### config.mk
export PLATFORM = sky130hd
export DESIGN_NAME = aal_core
export DESIGN_NICKNAME = d
export VERILOG_FILES = /design/src/common/aal_pkg.sv /design/src/aal_alu.sv /design/src/aal_core.sv
export SDC_FILE = /design/constraint.sdc
export NUM_CORES = 2
export LEC_CHECK = 0
export BUFFER_PORTS_ARGS = -buffer_cell sky130_fd_sc_hd__buf_2
export CAP_MARGIN = 5
export CORE_AREA = 2 2 398 400
export CTS_CLUSTER_SIZE = 8
export DETAILED_ROUTE_END_ITERATION = 8
export DIE_AREA = 0 0 400 402
export RECOVER_POWER = 100
export SLEW_MARGIN = 5
export SYNTH_ARGS = -nofsm -noshare
export SYNTH_HDL_FRONTEND = slang
export SYNTH_SLANG_ARGS = --single-unit
### constraint.sdc
create_clock -name REF_CLK_I -period 20.5 [get_ports REF_CLK_I]
set_input_delay 1.025 -clock REF_CLK_I [delete_from_list [all_inputs] [get_ports REF_CLK_I]]
set_output_delay 1.025 -clock REF_CLK_I [all_outputs]
set_load 0.02 [all_outputs]
### src/common/aal_pkg.sv
// shared constants, types and arithmetic helpers for the accumulator alu block
package aal_pkg;
    localparam int CLK_NS = 8;
    localparam int WDT_TICK_NS = 1000;
    localparam int WDT_TICK_CYC = (WDT_TICK_NS + CLK_NS - 1) / CLK_NS;
    localparam int AXI_AW = 8;
    localparam int AXI_DW = 32;
    localparam logic [AXI_AW-1:0] A_CMD = 8'h00;
    localparam logic [AXI_AW-1:0] A_ACC = 8'h04;
    localparam logic [AXI_AW-1:0] A_STATUS = 8'h08;
    localparam logic [AXI_AW-1:0] A_FADDR = 8'h0C;
    localparam logic [AXI_AW-1:0] A_FDATA = 8'h10;
    localparam logic [AXI_AW-1:0] A_TBL = 8'h14;
    localparam logic [AXI_AW-1:0] A_PC = 8'h18;
    localparam logic [AXI_AW-1:0] A_WDT = 8'h1C;
    localparam logic [AXI_AW-1:0] A_WAKE = 8'h20;
    localparam int OP_W = 4;
    localparam int CMD_OP_LSB = 0;
    localparam int CMD_DEST_BIT = 4;
    localparam int CMD_FA_LSB = 8;
    localparam int CMD_LIT_LSB = 16;
    localparam int TBL_IDX_LSB = 0;
    localparam int TBL_VAL_LSB = 8;
    localparam int ST_C = 0;
    localparam int ST_DC = 1;
    localparam int ST_Z = 2;
    localparam int ST_TO = 3;
    localparam int ST_PWR = 4;
    localparam int ST_SLP = 5;
    localparam int ST_BUSY = 6;
    localparam int WDT_PRE_LSB = 8;
    localparam logic [1:0] RESP_OKAY = 2'h0;
    localparam logic [1:0] RESP_SLVERR = 2'h2;
    localparam logic [7:0] BYTE_ZERO = 8'h00;
    localparam logic [7:0] PC_STEP = 8'h01;
    localparam logic [31:0] WORD_ZERO = 32'h0000_0000;

    typedef enum logic [OP_W-1:0] {
        OP_NOP, OP_ROTR, OP_ROTL, OP_SUBF, OP_SUBL, OP_SWAPN,
        OP_XORL, OP_XORF, OP_ADDF, OP_ADDPC, OP_SLEEP
    } aal_op_t;

    typedef enum logic [1:0] {ST_RUN, ST_TBL, ST_SLEEP} aal_state_t;

    // carry out of bit 7 lands in bit 8
    function automatic logic [8:0] add9(input logic [7:0] a, input logic [7:0] b,
                                        input logic cin);
        add9 = {1'b0, a} + {1'b0, b} + {8'h00, cin};
    endfunction : add9

    function automatic logic [4:0] add5(input logic [3:0] a, input logic [3:0] b,
                                        input logic cin);
        add5 = {1'b0, a} + {1'b0, b} + {4'h0, cin};
    endfunction : add5
endpackage : aal_pkg

### src/aal_alu.sv
// combinational result and flag generation for one instruction
`timescale 1ns/1ps
`default_nettype none
module aal_alu (
    input wire aal_pkg::aal_op_t op_i,
    input wire logic [7:0] acc_i,
    input wire logic [7:0] opnd_i,
    input wire logic c_i,
    output logic [7:0] res_o,
    output logic c_o,
    output logic dc_o,
    output logic z_o,
    output logic wr_o,
    output logic lit_o,
    output logic upd_c_o,
    output logic upd_dc_o,
    output logic upd_z_o
);
    import aal_pkg::*;
    logic [8:0] sub9, sum9;
    logic [4:0] sub5, sum5;

    // subtraction as opnd + ~acc + 1: carry high means no borrow
    assign sub9 = add9(opnd_i, ~acc_i, 1'b1);
    assign sub5 = add5(opnd_i[3:0], ~acc_i[3:0], 1'b1);
    assign sum9 = add9(opnd_i, acc_i, 1'b0);
    assign sum5 = add5(opnd_i[3:0], acc_i[3:0], 1'b0);

    always_comb begin
        res_o = opnd_i;
        c_o = c_i;
        dc_o = 1'b0;
        wr_o = 1'b1;
        lit_o = 1'b0;
        upd_c_o = 1'b0;
        upd_dc_o = 1'b0;
        upd_z_o = 1'b0;
        case (op_i)
            OP_ROTR: begin
                res_o = {c_i, opnd_i[7:1]}; // [RQ1]
                c_o = opnd_i[0];
                upd_c_o = 1'b1;
            end
            OP_ROTL: begin
                res_o = {opnd_i[6:0], c_i}; // [RQ2]
                c_o = opnd_i[7];
                upd_c_o = 1'b1;
            end
            OP_SUBF, OP_SUBL: begin
                res_o = sub9[7:0]; // [RQ4] [RQ6]
                c_o = sub9[8]; // [RQ5]
                dc_o = sub5[4];
                lit_o = (op_i == OP_SUBL);
                upd_c_o = 1'b1;
                upd_dc_o = 1'b1;
                upd_z_o = 1'b1;
            end
            OP_SWAPN: res_o = {opnd_i[3:0], opnd_i[7:4]}; // [RQ10]
            OP_XORL, OP_XORF: begin
                res_o = acc_i ^ opnd_i; // [RQ11] [RQ12]
                lit_o = (op_i == OP_XORL);
                upd_z_o = 1'b1;
            end
            OP_ADDF: begin
                res_o = sum9[7:0];
                c_o = sum9[8];
                dc_o = sum5[4];
                upd_c_o = 1'b1;
                upd_dc_o = 1'b1;
                upd_z_o = 1'b1;
            end
            default: wr_o = 1'b0;
        endcase
        z_o = (res_o == BYTE_ZERO); // [RQ14]
    end
endmodule : aal_alu
`default_nettype wire

### src/aal_core.sv
// accumulator alu execution unit with axi4-lite register access
//
// The implementer's own choices: the AXI4-Lite interface to the registers and the address map.
`timescale 1ns/1ps
`default_nettype none
// Functional notes
// RQ1: rotate right through carry: old carry to bit 7, bit 0 to carry.
// RQ2: rotate left through carry: old carry to bit 0, bit 7 to carry.
// RQ3: destination bit 0 writes accumulator, 1 writes the file register back.
// RQ4: subtract-from-file gives file minus accumulator to the chosen destination.
// RQ5: subtraction sets carry and nibble carry unless accumulator part is larger.
// RQ6: subtract-from-literal gives literal minus accumulator, always into accumulator.
// RQ7: sleep sets the watchdog-expired flag and clears the sleep-entered flag.
// RQ8: sleep clears the watchdog counter and its prescaler.
// RQ9: after sleep the core halts in its low-power state.
// RQ10: nibble exchange swaps the two nibbles, flags untouched.
// RQ11: xor-literal xors accumulator with literal into accumulator, only zero changes.
// RQ12: xor-file xors accumulator with file into destination, only zero changes.
// RQ13: adding accumulator to pc jumps into a constant table, then returns.
// RQ14: zero flag is set exactly when the 8-bit result is zero.
module aal_core #(
    parameter int FILE_DEPTH = 128,
    parameter int TBL_DEPTH = 16,
    parameter int WDT_TICK = aal_pkg::WDT_TICK_CYC
) (
    input wire logic REF_CLK_I,
    input wire logic RST_I,
    input wire logic AXI_AWVALID_I,
    output logic AXI_AWREADY_O,
    input wire logic [aal_pkg::AXI_AW-1:0] AXI_AWADDR_I,
    input wire logic AXI_WVALID_I,
    output logic AXI_WREADY_O,
    input wire logic [aal_pkg::AXI_DW-1:0] AXI_WDATA_I,
    input wire logic [3:0] AXI_WSTRB_I,
    output logic AXI_BVALID_O,
    input wire logic AXI_BREADY_I,
    output logic [1:0] AXI_BRESP_O,
    input wire logic AXI_ARVALID_I,
    output logic AXI_ARREADY_O,
    input wire logic [aal_pkg::AXI_AW-1:0] AXI_ARADDR_I,
    output logic AXI_RVALID_O,
    input wire logic AXI_RREADY_I,
    output logic [aal_pkg::AXI_DW-1:0] AXI_RDATA_O,
    output logic [1:0] AXI_RRESP_O,
    output logic SLEEP_O
);
    import aal_pkg::*;
    localparam int FA_W = $clog2(FILE_DEPTH);
    localparam int TB_W = $clog2(TBL_DEPTH);
    localparam int DIV_W = $clog2(WDT_TICK + 1);
    localparam logic [DIV_W-1:0] DIV_LAST = DIV_W'(WDT_TICK - 1);

    logic aw_have_q, w_have_q, lane0_q, bvalid_q, rvalid_q;
    logic [AXI_AW-1:0] awaddr_q;
    logic [AXI_DW-1:0] wdata_q, rdata_q;
    logic [1:0] bresp_q, rresp_q;
    logic go_q, dest_q;
    aal_op_t op_q;
    logic [FA_W-1:0] fa_q, swfa_q;
    logic [7:0] lit_q, acc_q, pc_q, ret_q, pre_q, wdt_q;
    logic c_q, dc_q, z_q, to_q, pwr_q;
    logic [7:0] file_q [FILE_DEPTH];
    logic [7:0] tbl_q [TBL_DEPTH];
    aal_state_t state_q;
    logic [DIV_W-1:0] div_q;
    logic wr_do, wr_en, ex, tick, wdt_ovf, wake, sleep_go;
    logic [7:0] fval, opnd, tbl_out, alu_res;
    logic alu_c, alu_dc, alu_z, alu_wr, alu_lit, upd_c, upd_dc, upd_z;
    logic to_acc, to_file;
    logic [AXI_DW-1:0] stat_w, cmd_w;

    function automatic logic mapped(input logic [AXI_AW-1:0] a);
        mapped = (a == A_CMD) || (a == A_ACC) || (a == A_STATUS) ||
                 (a == A_FADDR) || (a == A_FDATA) || (a == A_TBL) ||
                 (a == A_PC) || (a == A_WDT) || (a == A_WAKE);
    endfunction : mapped

    // ---- bus slave: write side, address and data taken in either order
    assign AXI_AWREADY_O = !aw_have_q && !bvalid_q;
    assign AXI_WREADY_O = !w_have_q && !bvalid_q;
    assign AXI_BVALID_O = bvalid_q;
    assign AXI_BRESP_O = bresp_q;
    assign wr_do = aw_have_q && w_have_q && !bvalid_q;
    // only lane 0 is checked, though the command word spans three bytes; other strobes are ignored
    assign wr_en = wr_do && lane0_q && mapped(awaddr_q);

    always_ff @(posedge REF_CLK_I) begin
        if (RST_I) begin
            aw_have_q <= 1'b0;
            w_have_q <= 1'b0;
            bvalid_q <= 1'b0;
            awaddr_q <= BYTE_ZERO;
            wdata_q <= WORD_ZERO;
            lane0_q <= 1'b0;
            bresp_q <= RESP_OKAY;
        end else begin
            if (AXI_AWVALID_I && AXI_AWREADY_O) begin
                aw_have_q <= 1'b1;
                awaddr_q <= AXI_AWADDR_I;
            end
            if (AXI_WVALID_I && AXI_WREADY_O) begin
                w_have_q <= 1'b1;
                wdata_q <= AXI_WDATA_I;
                lane0_q <= AXI_WSTRB_I[0];
            end
            if (wr_do) begin
                aw_have_q <= 1'b0;
                w_have_q <= 1'b0;
                bvalid_q <= 1'b1;
                bresp_q <= mapped(awaddr_q) ? RESP_OKAY : RESP_SLVERR;
            end else if (bvalid_q && AXI_BREADY_I) begin
                bvalid_q <= 1'b0;
            end
        end
    end

    // ---- bus slave: read side, one cycle to rvalid
    assign AXI_ARREADY_O = !rvalid_q;
    assign AXI_RVALID_O = rvalid_q;
    assign AXI_RDATA_O = rdata_q;
    assign AXI_RRESP_O = rresp_q;

    always_comb begin
        stat_w = WORD_ZERO;
        stat_w[ST_C] = c_q;
        stat_w[ST_DC] = dc_q;
        stat_w[ST_Z] = z_q;
        stat_w[ST_TO] = to_q;
        stat_w[ST_PWR] = pwr_q;
        stat_w[ST_SLP] = (state_q == ST_SLEEP);
        stat_w[ST_BUSY] = (state_q == ST_TBL);
        cmd_w = WORD_ZERO;
        cmd_w[CMD_OP_LSB +: OP_W] = op_q;
        cmd_w[CMD_DEST_BIT] = dest_q;
        cmd_w[CMD_FA_LSB +: FA_W] = fa_q;
        cmd_w[CMD_LIT_LSB +: 8] = lit_q;
    end

    always_ff @(posedge REF_CLK_I) begin
        if (RST_I) begin
            rvalid_q <= 1'b0;
            rdata_q <= WORD_ZERO;
            rresp_q <= RESP_OKAY;
        end else if (AXI_ARVALID_I && AXI_ARREADY_O) begin
            rvalid_q <= 1'b1;
            rresp_q <= mapped(AXI_ARADDR_I) ? RESP_OKAY : RESP_SLVERR;
            rdata_q <= WORD_ZERO;
            if (AXI_ARADDR_I == A_CMD) begin
                rdata_q <= cmd_w;
            end else if (AXI_ARADDR_I == A_ACC) begin
                rdata_q[7:0] <= acc_q;
            end else if (AXI_ARADDR_I == A_STATUS) begin
                rdata_q <= stat_w;
            end else if (AXI_ARADDR_I == A_FADDR) begin
                rdata_q[FA_W-1:0] <= swfa_q;
            end else if (AXI_ARADDR_I == A_FDATA) begin
                rdata_q[7:0] <= file_q[swfa_q];
            end else if (AXI_ARADDR_I == A_PC) begin
                rdata_q[7:0] <= pc_q;
            end else if (AXI_ARADDR_I == A_WDT) begin
                rdata_q[7:0] <= wdt_q;
                rdata_q[WDT_PRE_LSB +: 8] <= pre_q;
            end
        end else if (rvalid_q && AXI_RREADY_I) begin
            rvalid_q <= 1'b0;
        end
    end

    // ---- command latch; a write to the command word issues one instruction
    always_ff @(posedge REF_CLK_I) begin
        if (RST_I) begin
            go_q <= 1'b0;
            op_q <= OP_NOP;
            dest_q <= 1'b0;
            fa_q <= '0;
            lit_q <= BYTE_ZERO;
        end else begin
            go_q <= wr_en && (awaddr_q == A_CMD);
            if (wr_en && (awaddr_q == A_CMD)) begin
                op_q <= aal_op_t'(wdata_q[CMD_OP_LSB +: OP_W]);
                dest_q <= wdata_q[CMD_DEST_BIT];
                fa_q <= wdata_q[CMD_FA_LSB +: FA_W];
                lit_q <= wdata_q[CMD_LIT_LSB +: 8];
            end
        end
    end

    // issued while busy or asleep the instruction is simply dropped
    assign ex = go_q && (state_q == ST_RUN);
    assign fval = file_q[fa_q];
    // literal select decoded here so no loop runs through the alu
    assign opnd = (op_q == OP_SUBL || op_q == OP_XORL) ? lit_q : fval;
    assign tbl_out = tbl_q[pc_q[TB_W-1:0]];
    assign to_acc = ex && alu_wr && (alu_lit || !dest_q); // [RQ3] [RQ6] [RQ11]
    assign to_file = ex && alu_wr && !alu_lit && dest_q; // [RQ3]
    assign sleep_go = ex && (op_q == OP_SLEEP);
    assign wake = wr_en && (awaddr_q == A_WAKE);

    aal_alu u_alu (
        .op_i(op_q),
        .acc_i(acc_q),
        .opnd_i(opnd),
        .c_i(c_q),
        .res_o(alu_res),
        .c_o(alu_c),
        .dc_o(alu_dc),
        .z_o(alu_z),
        .wr_o(alu_wr),
        .lit_o(alu_lit),
        .upd_c_o(upd_c),
        .upd_dc_o(upd_dc),
        .upd_z_o(upd_z)
    );

    // ---- accumulator; instruction results win over software writes
    always_ff @(posedge REF_CLK_I) begin
        if (RST_I) begin
            acc_q <= BYTE_ZERO;
        end else if (to_acc) begin
            acc_q <= alu_res;
        end else if (state_q == ST_TBL) begin
            acc_q <= tbl_out; // [RQ13]
        end else if (wr_en && (awaddr_q == A_ACC)) begin
            acc_q <= wdata_q[7:0];
        end
    end

    // ---- arithmetic flags
    always_ff @(posedge REF_CLK_I) begin
        if (RST_I) begin
            c_q <= 1'b0;
            dc_q <= 1'b0;
            z_q <= 1'b0;
        end else if (ex) begin
            if (upd_c) begin
                c_q <= alu_c; // [RQ1] [RQ2] [RQ5]
            end
            if (upd_dc) begin
                dc_q <= alu_dc; // [RQ5]
            end
            if (upd_z) begin
                z_q <= alu_z; // [RQ14]
            end
        end else if (wr_en && (awaddr_q == A_STATUS)) begin
            c_q <= wdata_q[ST_C];
            dc_q <= wdata_q[ST_DC];
            z_q <= wdata_q[ST_Z];
        end
    end

    // ---- power flags; entering sleep outranks a watchdog timeout
    always_ff @(posedge REF_CLK_I) begin
        if (RST_I) begin
            to_q <= 1'b1;
            pwr_q <= 1'b1;
        end else if (sleep_go) begin
            to_q <= 1'b1; // [RQ7]
            pwr_q <= 1'b0; // [RQ7]
        end else if (wdt_ovf) begin
            to_q <= 1'b0;
        end
    end

    // ---- file registers and constant table; storage needs no reset
    always_ff @(posedge REF_CLK_I) begin
        if (RST_I) begin
            swfa_q <= '0;
        end else if (wr_en && (awaddr_q == A_FADDR)) begin
            swfa_q <= wdata_q[FA_W-1:0];
        end
    end

    always_ff @(posedge REF_CLK_I) begin
        if (to_file) begin
            file_q[fa_q] <= alu_res; // [RQ3]
        end else if (wr_en && (awaddr_q == A_FDATA)) begin
            file_q[swfa_q] <= wdata_q[7:0];
        end
    end

    always_ff @(posedge REF_CLK_I) begin
        if (wr_en && (awaddr_q == A_TBL)) begin
            tbl_q[wdata_q[TBL_IDX_LSB +: TB_W]] <= wdata_q[TBL_VAL_LSB +: 8];
        end
    end

    // ---- sequencer: program counter, table jump and sleep
    always_ff @(posedge REF_CLK_I) begin
        if (RST_I) begin
            state_q <= ST_RUN;
            pc_q <= BYTE_ZERO;
            ret_q <= BYTE_ZERO;
        end else begin
            case (state_q)
                ST_RUN: begin
                    if (ex && (op_q == OP_ADDPC)) begin
                        ret_q <= pc_q + PC_STEP;
                        pc_q <= pc_q + PC_STEP + acc_q; // [RQ13]
                        state_q <= ST_TBL;
                    end else if (ex) begin
                        pc_q <= pc_q + PC_STEP;
                        if (sleep_go) begin
                            state_q <= ST_SLEEP; // [RQ9]
                        end
                    end else if (wr_en && (awaddr_q == A_PC)) begin
                        pc_q <= wdata_q[7:0];
                    end
                end
                ST_TBL: begin
                    pc_q <= ret_q; // [RQ13]
                    state_q <= ST_RUN;
                end
                ST_SLEEP: begin
                    // only the watchdog or an explicit wake ends sleep
                    if (wake || wdt_ovf) begin
                        state_q <= ST_RUN;
                    end
                end
                default: state_q <= ST_RUN;
            endcase
        end
    end

    assign SLEEP_O = (state_q == ST_SLEEP); // [RQ9]

    // ---- watchdog: divider tick, prescaler, counter
    assign tick = (div_q == DIV_LAST);
    assign wdt_ovf = tick && (&pre_q) && (&wdt_q);

    always_ff @(posedge REF_CLK_I) begin
        if (RST_I || tick) begin
            div_q <= '0;
        end else begin
            div_q <= div_q + DIV_W'(1);
        end
    end

    always_ff @(posedge REF_CLK_I) begin
        if (RST_I || sleep_go) begin
            pre_q <= BYTE_ZERO; // [RQ8]
            wdt_q <= BYTE_ZERO; // [RQ8]
        end else if (tick) begin
            pre_q <= pre_q + PC_STEP;
            if (&pre_q) begin
                wdt_q <= wdt_q + PC_STEP;
            end
        end
    end

    logic [3:0] acc_lo, opnd_lo;
    assign acc_lo = acc_q[3:0];
    assign opnd_lo = opnd[3:0];
endmodule : aal_core
`default_nettype wire

### Word level (Yosys, flattened, before mapping)

Memories as Yosys holds them, arrays and structs flattened. A register that Yosys moved wholly into a read port is not among the register bits.
Cells that the tools add are included.

| word-level totals | value |
|---|---|
| memory bits (writable) | 1152 |
| register bits | 155 |
| logic and storage cells | 226 |
| memories | 2 |
| bits in latches | 0 |
| bits in read-only memories | 0 |
| bits of input ports | 59 |
| output and inout bits | 42 |

| operators by class | value |
|---|---|
| $mul | 0 |
| shifts and indexed selects | 0 |
| add/sub/neg operators | 11 |
| equality and inequality tests | 37 |
| reductions and logical operators | 82 |
| bitwise gates (word level) | 3 |
| mux-type cells | 63 |
| div/mod/pow operators | 0 |
| $lt $le $gt $ge | 0 |

Memories:

| memory | words | bits a word | rd ports | clocked after memory_dff | wr ports | line | text |
|---|---|---|---|---|---|---|---|
| file_q | 128 | 8 | 2 | 2 | 1 | aal_core.sv:62 | `logic [7:0] file_q [FILE_DEPTH];` |
| tbl_q | 16 | 8 | 1 | 1 | 1 | aal_core.sv:63 | `logic [7:0] tbl_q [TBL_DEPTH];` |

Operator list:

| cell | count |
|---|---|
| 8-bit 2-to-1 mux | 14 |
| 8-bit by 5-bit == test with 1-bit output (second input constant) | 8 |
| 8-bit case mux with 6 select lines | 1 |
| 7-bit 2-to-1 mux | 6 |
| 8-bit by 4-bit == test with 1-bit output (second input constant) | 4 |
| 16-bit 2-to-1 mux | 2 |
| 1-bit logical AND | 28 |
| 1-bit 2-to-1 mux | 25 |
| 8-bit by 1-bit adder with 8-bit output (second input constant) | 3 |
| 8-bit zero test | 3 |
| 24-bit 2-to-1 mux | 1 |
| 1-bit logical OR | 21 |
| 8-bit by 8-bit adder with 9-bit output | 2 |
| 4-bit by 3-bit == test with 1-bit output (second input constant) | 4 |
| 8-bit by 3-bit == test with 1-bit output (second input constant) | 2 |
| 8-bit by 6-bit == test with 1-bit output (second input constant) | 2 |
| 8-bit case mux with 2 select lines | 1 |
| 8-bit AND reduction | 2 |
| 8-bit OR reduction | 2 |
| 4-bit == test (second input constant) | 3 |
| 2-bit 2-to-1 mux | 6 |
| 4-bit by 4-bit adder with 5-bit output | 2 |
| 5-bit OR reduction | 2 |
| 9-bit by 1-bit adder with 9-bit output (second input constant) | 1 |
| 29 further kinds | 51 |

### Logic depth before layout (Yosys ltp)

| depth | value |
|---|---|
| depth after elaboration | 17 |
| mapped depth | 25 |
| depth with buffers taken out | 20 |

### Hierarchy

From an unflattened synthesis, not the netlist that was laid out.

| second synthesis, totals | value |
|---|---|
| cell total of the unflattened synthesis | 3550 |
| area, all modules | 61680.4 um^2 |

Modules (own cells, without submodules):

| module | sequential area each (um^2) | cells each | area an instance (um^2) | instances |
|---|---|---|---|---|
| aal_core | 37856.3 | 3340 | 60271.6 | 1 |
| aal_alu | 0.0 | 210 | 1408.9 | 1 |

### Worst setup path after synthesis

No wires, ideal clock.

| path | value |
|---|---|
| kind | reg2reg |
| start point | reg (tool-made name) |
| end point | mem file_q[0][4] (data pin) |
| slack | 10.442 ns |
| stages on the path, launching flop included | 21 |
| clock period less this slack | 10.058 ns |
| arrival time | 8.861 ns |
| path buffers | 3 |
| setup time | 1.197 ns |
| data required time | 19.303 ns |
| cells stage by stage | dfxtp_1 buf_6 buf_12 buf_12 mux4_2 mux4_2 nand3_1 o21ai_1 nor4_1 nor2_1 nand2_1 inv_1 ha_1 nor2b_1 o21a_1 or2_2 o211a_1 o22ai_1 a211oi_1 a31o_2 o21ai_0 |

RTL lines:

| what | line |
|---|---|
| end, declared | aal_core.sv:62 |

==> impl_metrics.env <==
export IMPL_clockRootBuffer="clkbuf_16"
export IMPL_drv_cap=28
export IMPL_setup_viol=0
export IMPL_maxSlewViolCount=881
export IMPL_ys_top_cells_by_area="edfxtp_1 56%, mux4_2 20%, dfxtp_1 5.3%"
export IMPL_totalWireLength_um=191000
export IMPL_worst_ep_required_time_ns=20.69
export IMPL_ys_ff_latch=1315
export IMPL_vias_per_cell=6.24
export IMPL_ys_seq_area_frac=0.610
export IMPL_antenna_found_initial=1
export IMPL_cts_clk_slew_worst_paths_ns=0.05
export IMPL_ys_flop_type="edfxtp_1"
export IMPL_syn_inst=3733
export IMPL_synth_edf_count=1152
export IMPL_dieArea_sq_um=161000
export IMPL_r2r_setup_slack_ns=6.55
export IMPL_drt_iter0_markers=4898
export IMPL_finish_net_count=3944
export IMPL_synth_adder_area_share=0.00701
export IMPL_cts_tree="done"
export IMPL_first_global_vias=36800
export IMPL_dp_hpwl_um=124000
export IMPL_ctsResizeCount=0
export IMPL_portBuffers=79
export IMPL_synth_distinct_cells=87
export IMPL_syn_avg_cell_area_sq_um=16.6
export IMPL_die_w_um=400
export IMPL_start_util=0.395
export IMPL_hold_violations=0
export IMPL_period_needed_ns=13.95
export IMPL_postRouteAntennaNets=0
export IMPL_crit_arrival_ns=14.13
export IMPL_die_h_um=402
export IMPL_cts_made_buffers=183
export IMPL_synth_top_family_by_area="multiplexers"
export IMPL_rsz0062_at_grt="no"
export IMPL_ff2ff_path_depth=18
export IMPL_numClockSinks=1315
export IMPL_cts_buffer_depth=3
export IMPL_htree_num_levels=4
export IMPL_drive_gt1_frac=0.231
export IMPL_critPathLaunchType="flop"
export IMPL_finalClockSkew_ns=0.0602
export IMPL_clkLatencyLatePin_ns=0.84
export IMPL_worstSetupPathType="flop to flop"
export IMPL_grt_overflow=0
export IMPL_fin_tns_setup_ns=0
export IMPL_async_flop_share=0
export IMPL_post_route_period_util=0.680
export IMPL_drc=0
export IMPL_p_per_area_nw_per_um2=83.1
export IMPL_core_area_sq_um=157000
export IMPL_synth_xor_area_frac=0.00522
export IMPL_cts_hold_buffers=0
export IMPL_synthMuxAreaShare=0.243
export IMPL_antennaDiodeCount=0
export IMPL_via_count=37400
export IMPL_violations="max-capacitance violations, max-slew violations"
export IMPL_syn_area_sq_um=62100
export IMPL_whs_ns=0.382
export IMPL_ys_warn_count=0
export IMPL_peakVddDrop_v=0.0000686
export IMPL_grt_max_degree=116
export IMPL_end_kind="flop"
export IMPL_io_pins=101
export IMPL_slew_headroom=-1.81
export IMPL_rows=146
export IMPL_synth_top_cell_by_area="edfxtp_1"
export IMPL_worstMarginPinSlew_ns=4.21
export IMPL_max_freq_ghz=0.0717
export IMPL_synth_compound_area_frac=0.0482
export IMPL_grt_pass1_wl_um=271000
export IMPL_gp_congestion=0.930
export IMPL_synthToLayoutAreaGrowth_pct=11.7
export IMPL_synth_simple_area_share=0.0572
export IMPL_path_max_fanout=73
export IMPL_grtUsageTotal=0.236
export IMPL_post_cts_buffers=0
export IMPL_wl_per_cell_um=31.9
export IMPL_yosysTopAreaCellShare=0.557
export IMPL_rr_endpoint="file_q[115][7]"
export IMPL_p_leak_nw=20.6
export IMPL_min_path_type="input pin to flop"
export IMPL_status="finished, violations left"
export IMPL_hold_start="AXI_RREADY_I"
export IMPL_whs_endpoint="AXI_RVALID_O"
export IMPL_dr_pass1_iters=6
export IMPL_hold_depth=2
[routing by layer]
metal,part of all wire,track usage,vias to the layer above
met5,0,0,-
met2,0.48,0.374,2048
met1,0.39,0.316,19600
met3,0.098,0.0575,388
li1,-,-,15400
met4,0.041,0.0907,0
[synthesized netlist by cell type, types with 40 or more instances]
library cell,n
dfxtp_1,163
inv_1,48
nor3_1,47
a21oi_1,151
mux4_2,550
mux2i_1,184
edfxtp_1,1152
clkbuf_1,127
nand3_1,57
nand2_1,280
o21ai_0,54
a22oi_1,40
nor2_1,277
[report_power, final]
part	switching [mW]	leakage (nW)	internal, mW	total (mW)
Sequential	0.0137	11.6	2.89	2.90
Clock	1.17	2.49	1.63	2.80
Combinational	0.0413	6.47	0.0169	0.0582
Total	1.22	20.6	4.54	5.76
[flip-flops by register name, summed over array words and instances (netlist names), 2 cells and up, named ones only]
register	cells
swfa_q	7
div_q	7
wdt_q	8
wdata_q	24
acc_q	8
ret_q	8
awaddr_q	8
file_q	1024
state_q	2
AXI_RDATA_O	24
pre_q	8
tbl_q	128
op_q	4
fa_q	7
pc_q	8
lit_q	8
[final cells by class]
cell class,instances,area [sq um]
clock buffers,240,4800
clock inverters,17,388
fillers,13800,87700
inverters,50,188
multi-input cells,2109,22500
flip-flops and latches,1315,37900
well taps,2072,2590
repair buffers,193,1020
[through the flow]
| step | worst slack, ns | power [mW] | utilization | cells | instance area, sq um |
|---|---|---|---|---|---|
| after floorplan | 10.44 | 2.99 | - | 3742 | 62100 |
| after global placement | 12.30 | 3.01 | 0.411 | 5739 | 64500 |
| after detailed placement | 12.20 | 3.01 | 0.411 | 5739 | 64500 |
| after CTS | 12.17 | 5.80 | 0.444 | 5996 | 69700 |
| after global routing | 5.84 | 5.91 | 0.442 | 5996 | 69400 |
| final | 6.55 | 5.76 | 0.442 | 5996 | 69400 |
[worst max path at each step]
stage	start	to	slack, ns	depth (start not counted)
2_1_floorplan	flop	file_q[0][4]	10.44	20
3_3_place_gp	flop	file_q[120][6]	12.30	21
3_5_place_dp	flop	file_q[114][6]	12.20	21
4_1_cts	flop	file_q[75][6]	12.17	21
5_1_grt	flop	file_q[69][7]	5.84	20
6_report	flop	file_q[115][7]	6.55	18
[cell usage in the layout (no fill, tap or decap), drive strengths merged, types with 20 or more instances in the layout]
master and count:
nor3 47, a21oi 151, xnor2 21, edfxtp 1152, a211oi 31, mux4 575, nand2b 20, mux2i 184
mux2 20, nand2 280, inv 53, buf 100, dfxtp 163, nor2b 21, a31oi 20, o21ai 62
nor2 281, a22oi 40, o221ai 24, nand3 57, ha 30, clkbuf 333
[worst max-delay path, cell delays in order (launching register included)]
cell and delay (ns):
dfxtp_1 1.19, clkbuf_1 2.63, clkbuf_1 2.03, mux4_2 0.48, mux4_2 0.51, o21ai_0 0.16, nor2_1 0.13, nor3_1 0.98
nor4_2 0.21, o21a_1 0.23, ha_1 0.47, inv_1 0.09, or3_1 0.34, o221a_2 0.13, xnor2_1 0.13, a22oi_1 0.09
a32o_1 0.39, o21ai_4 0.72, clkbuf_1 2.18
[logic make-up after synthesis]
logic type | count (synthesis)
flops | 1315
simple gates | 799
mux | 779
compound gates | 451
buf+inv | 318
xor+xnor | 37
fa+ha+maj | 33
other cells | 1
No activity file was read; power rests on OpenSTA's default activity.
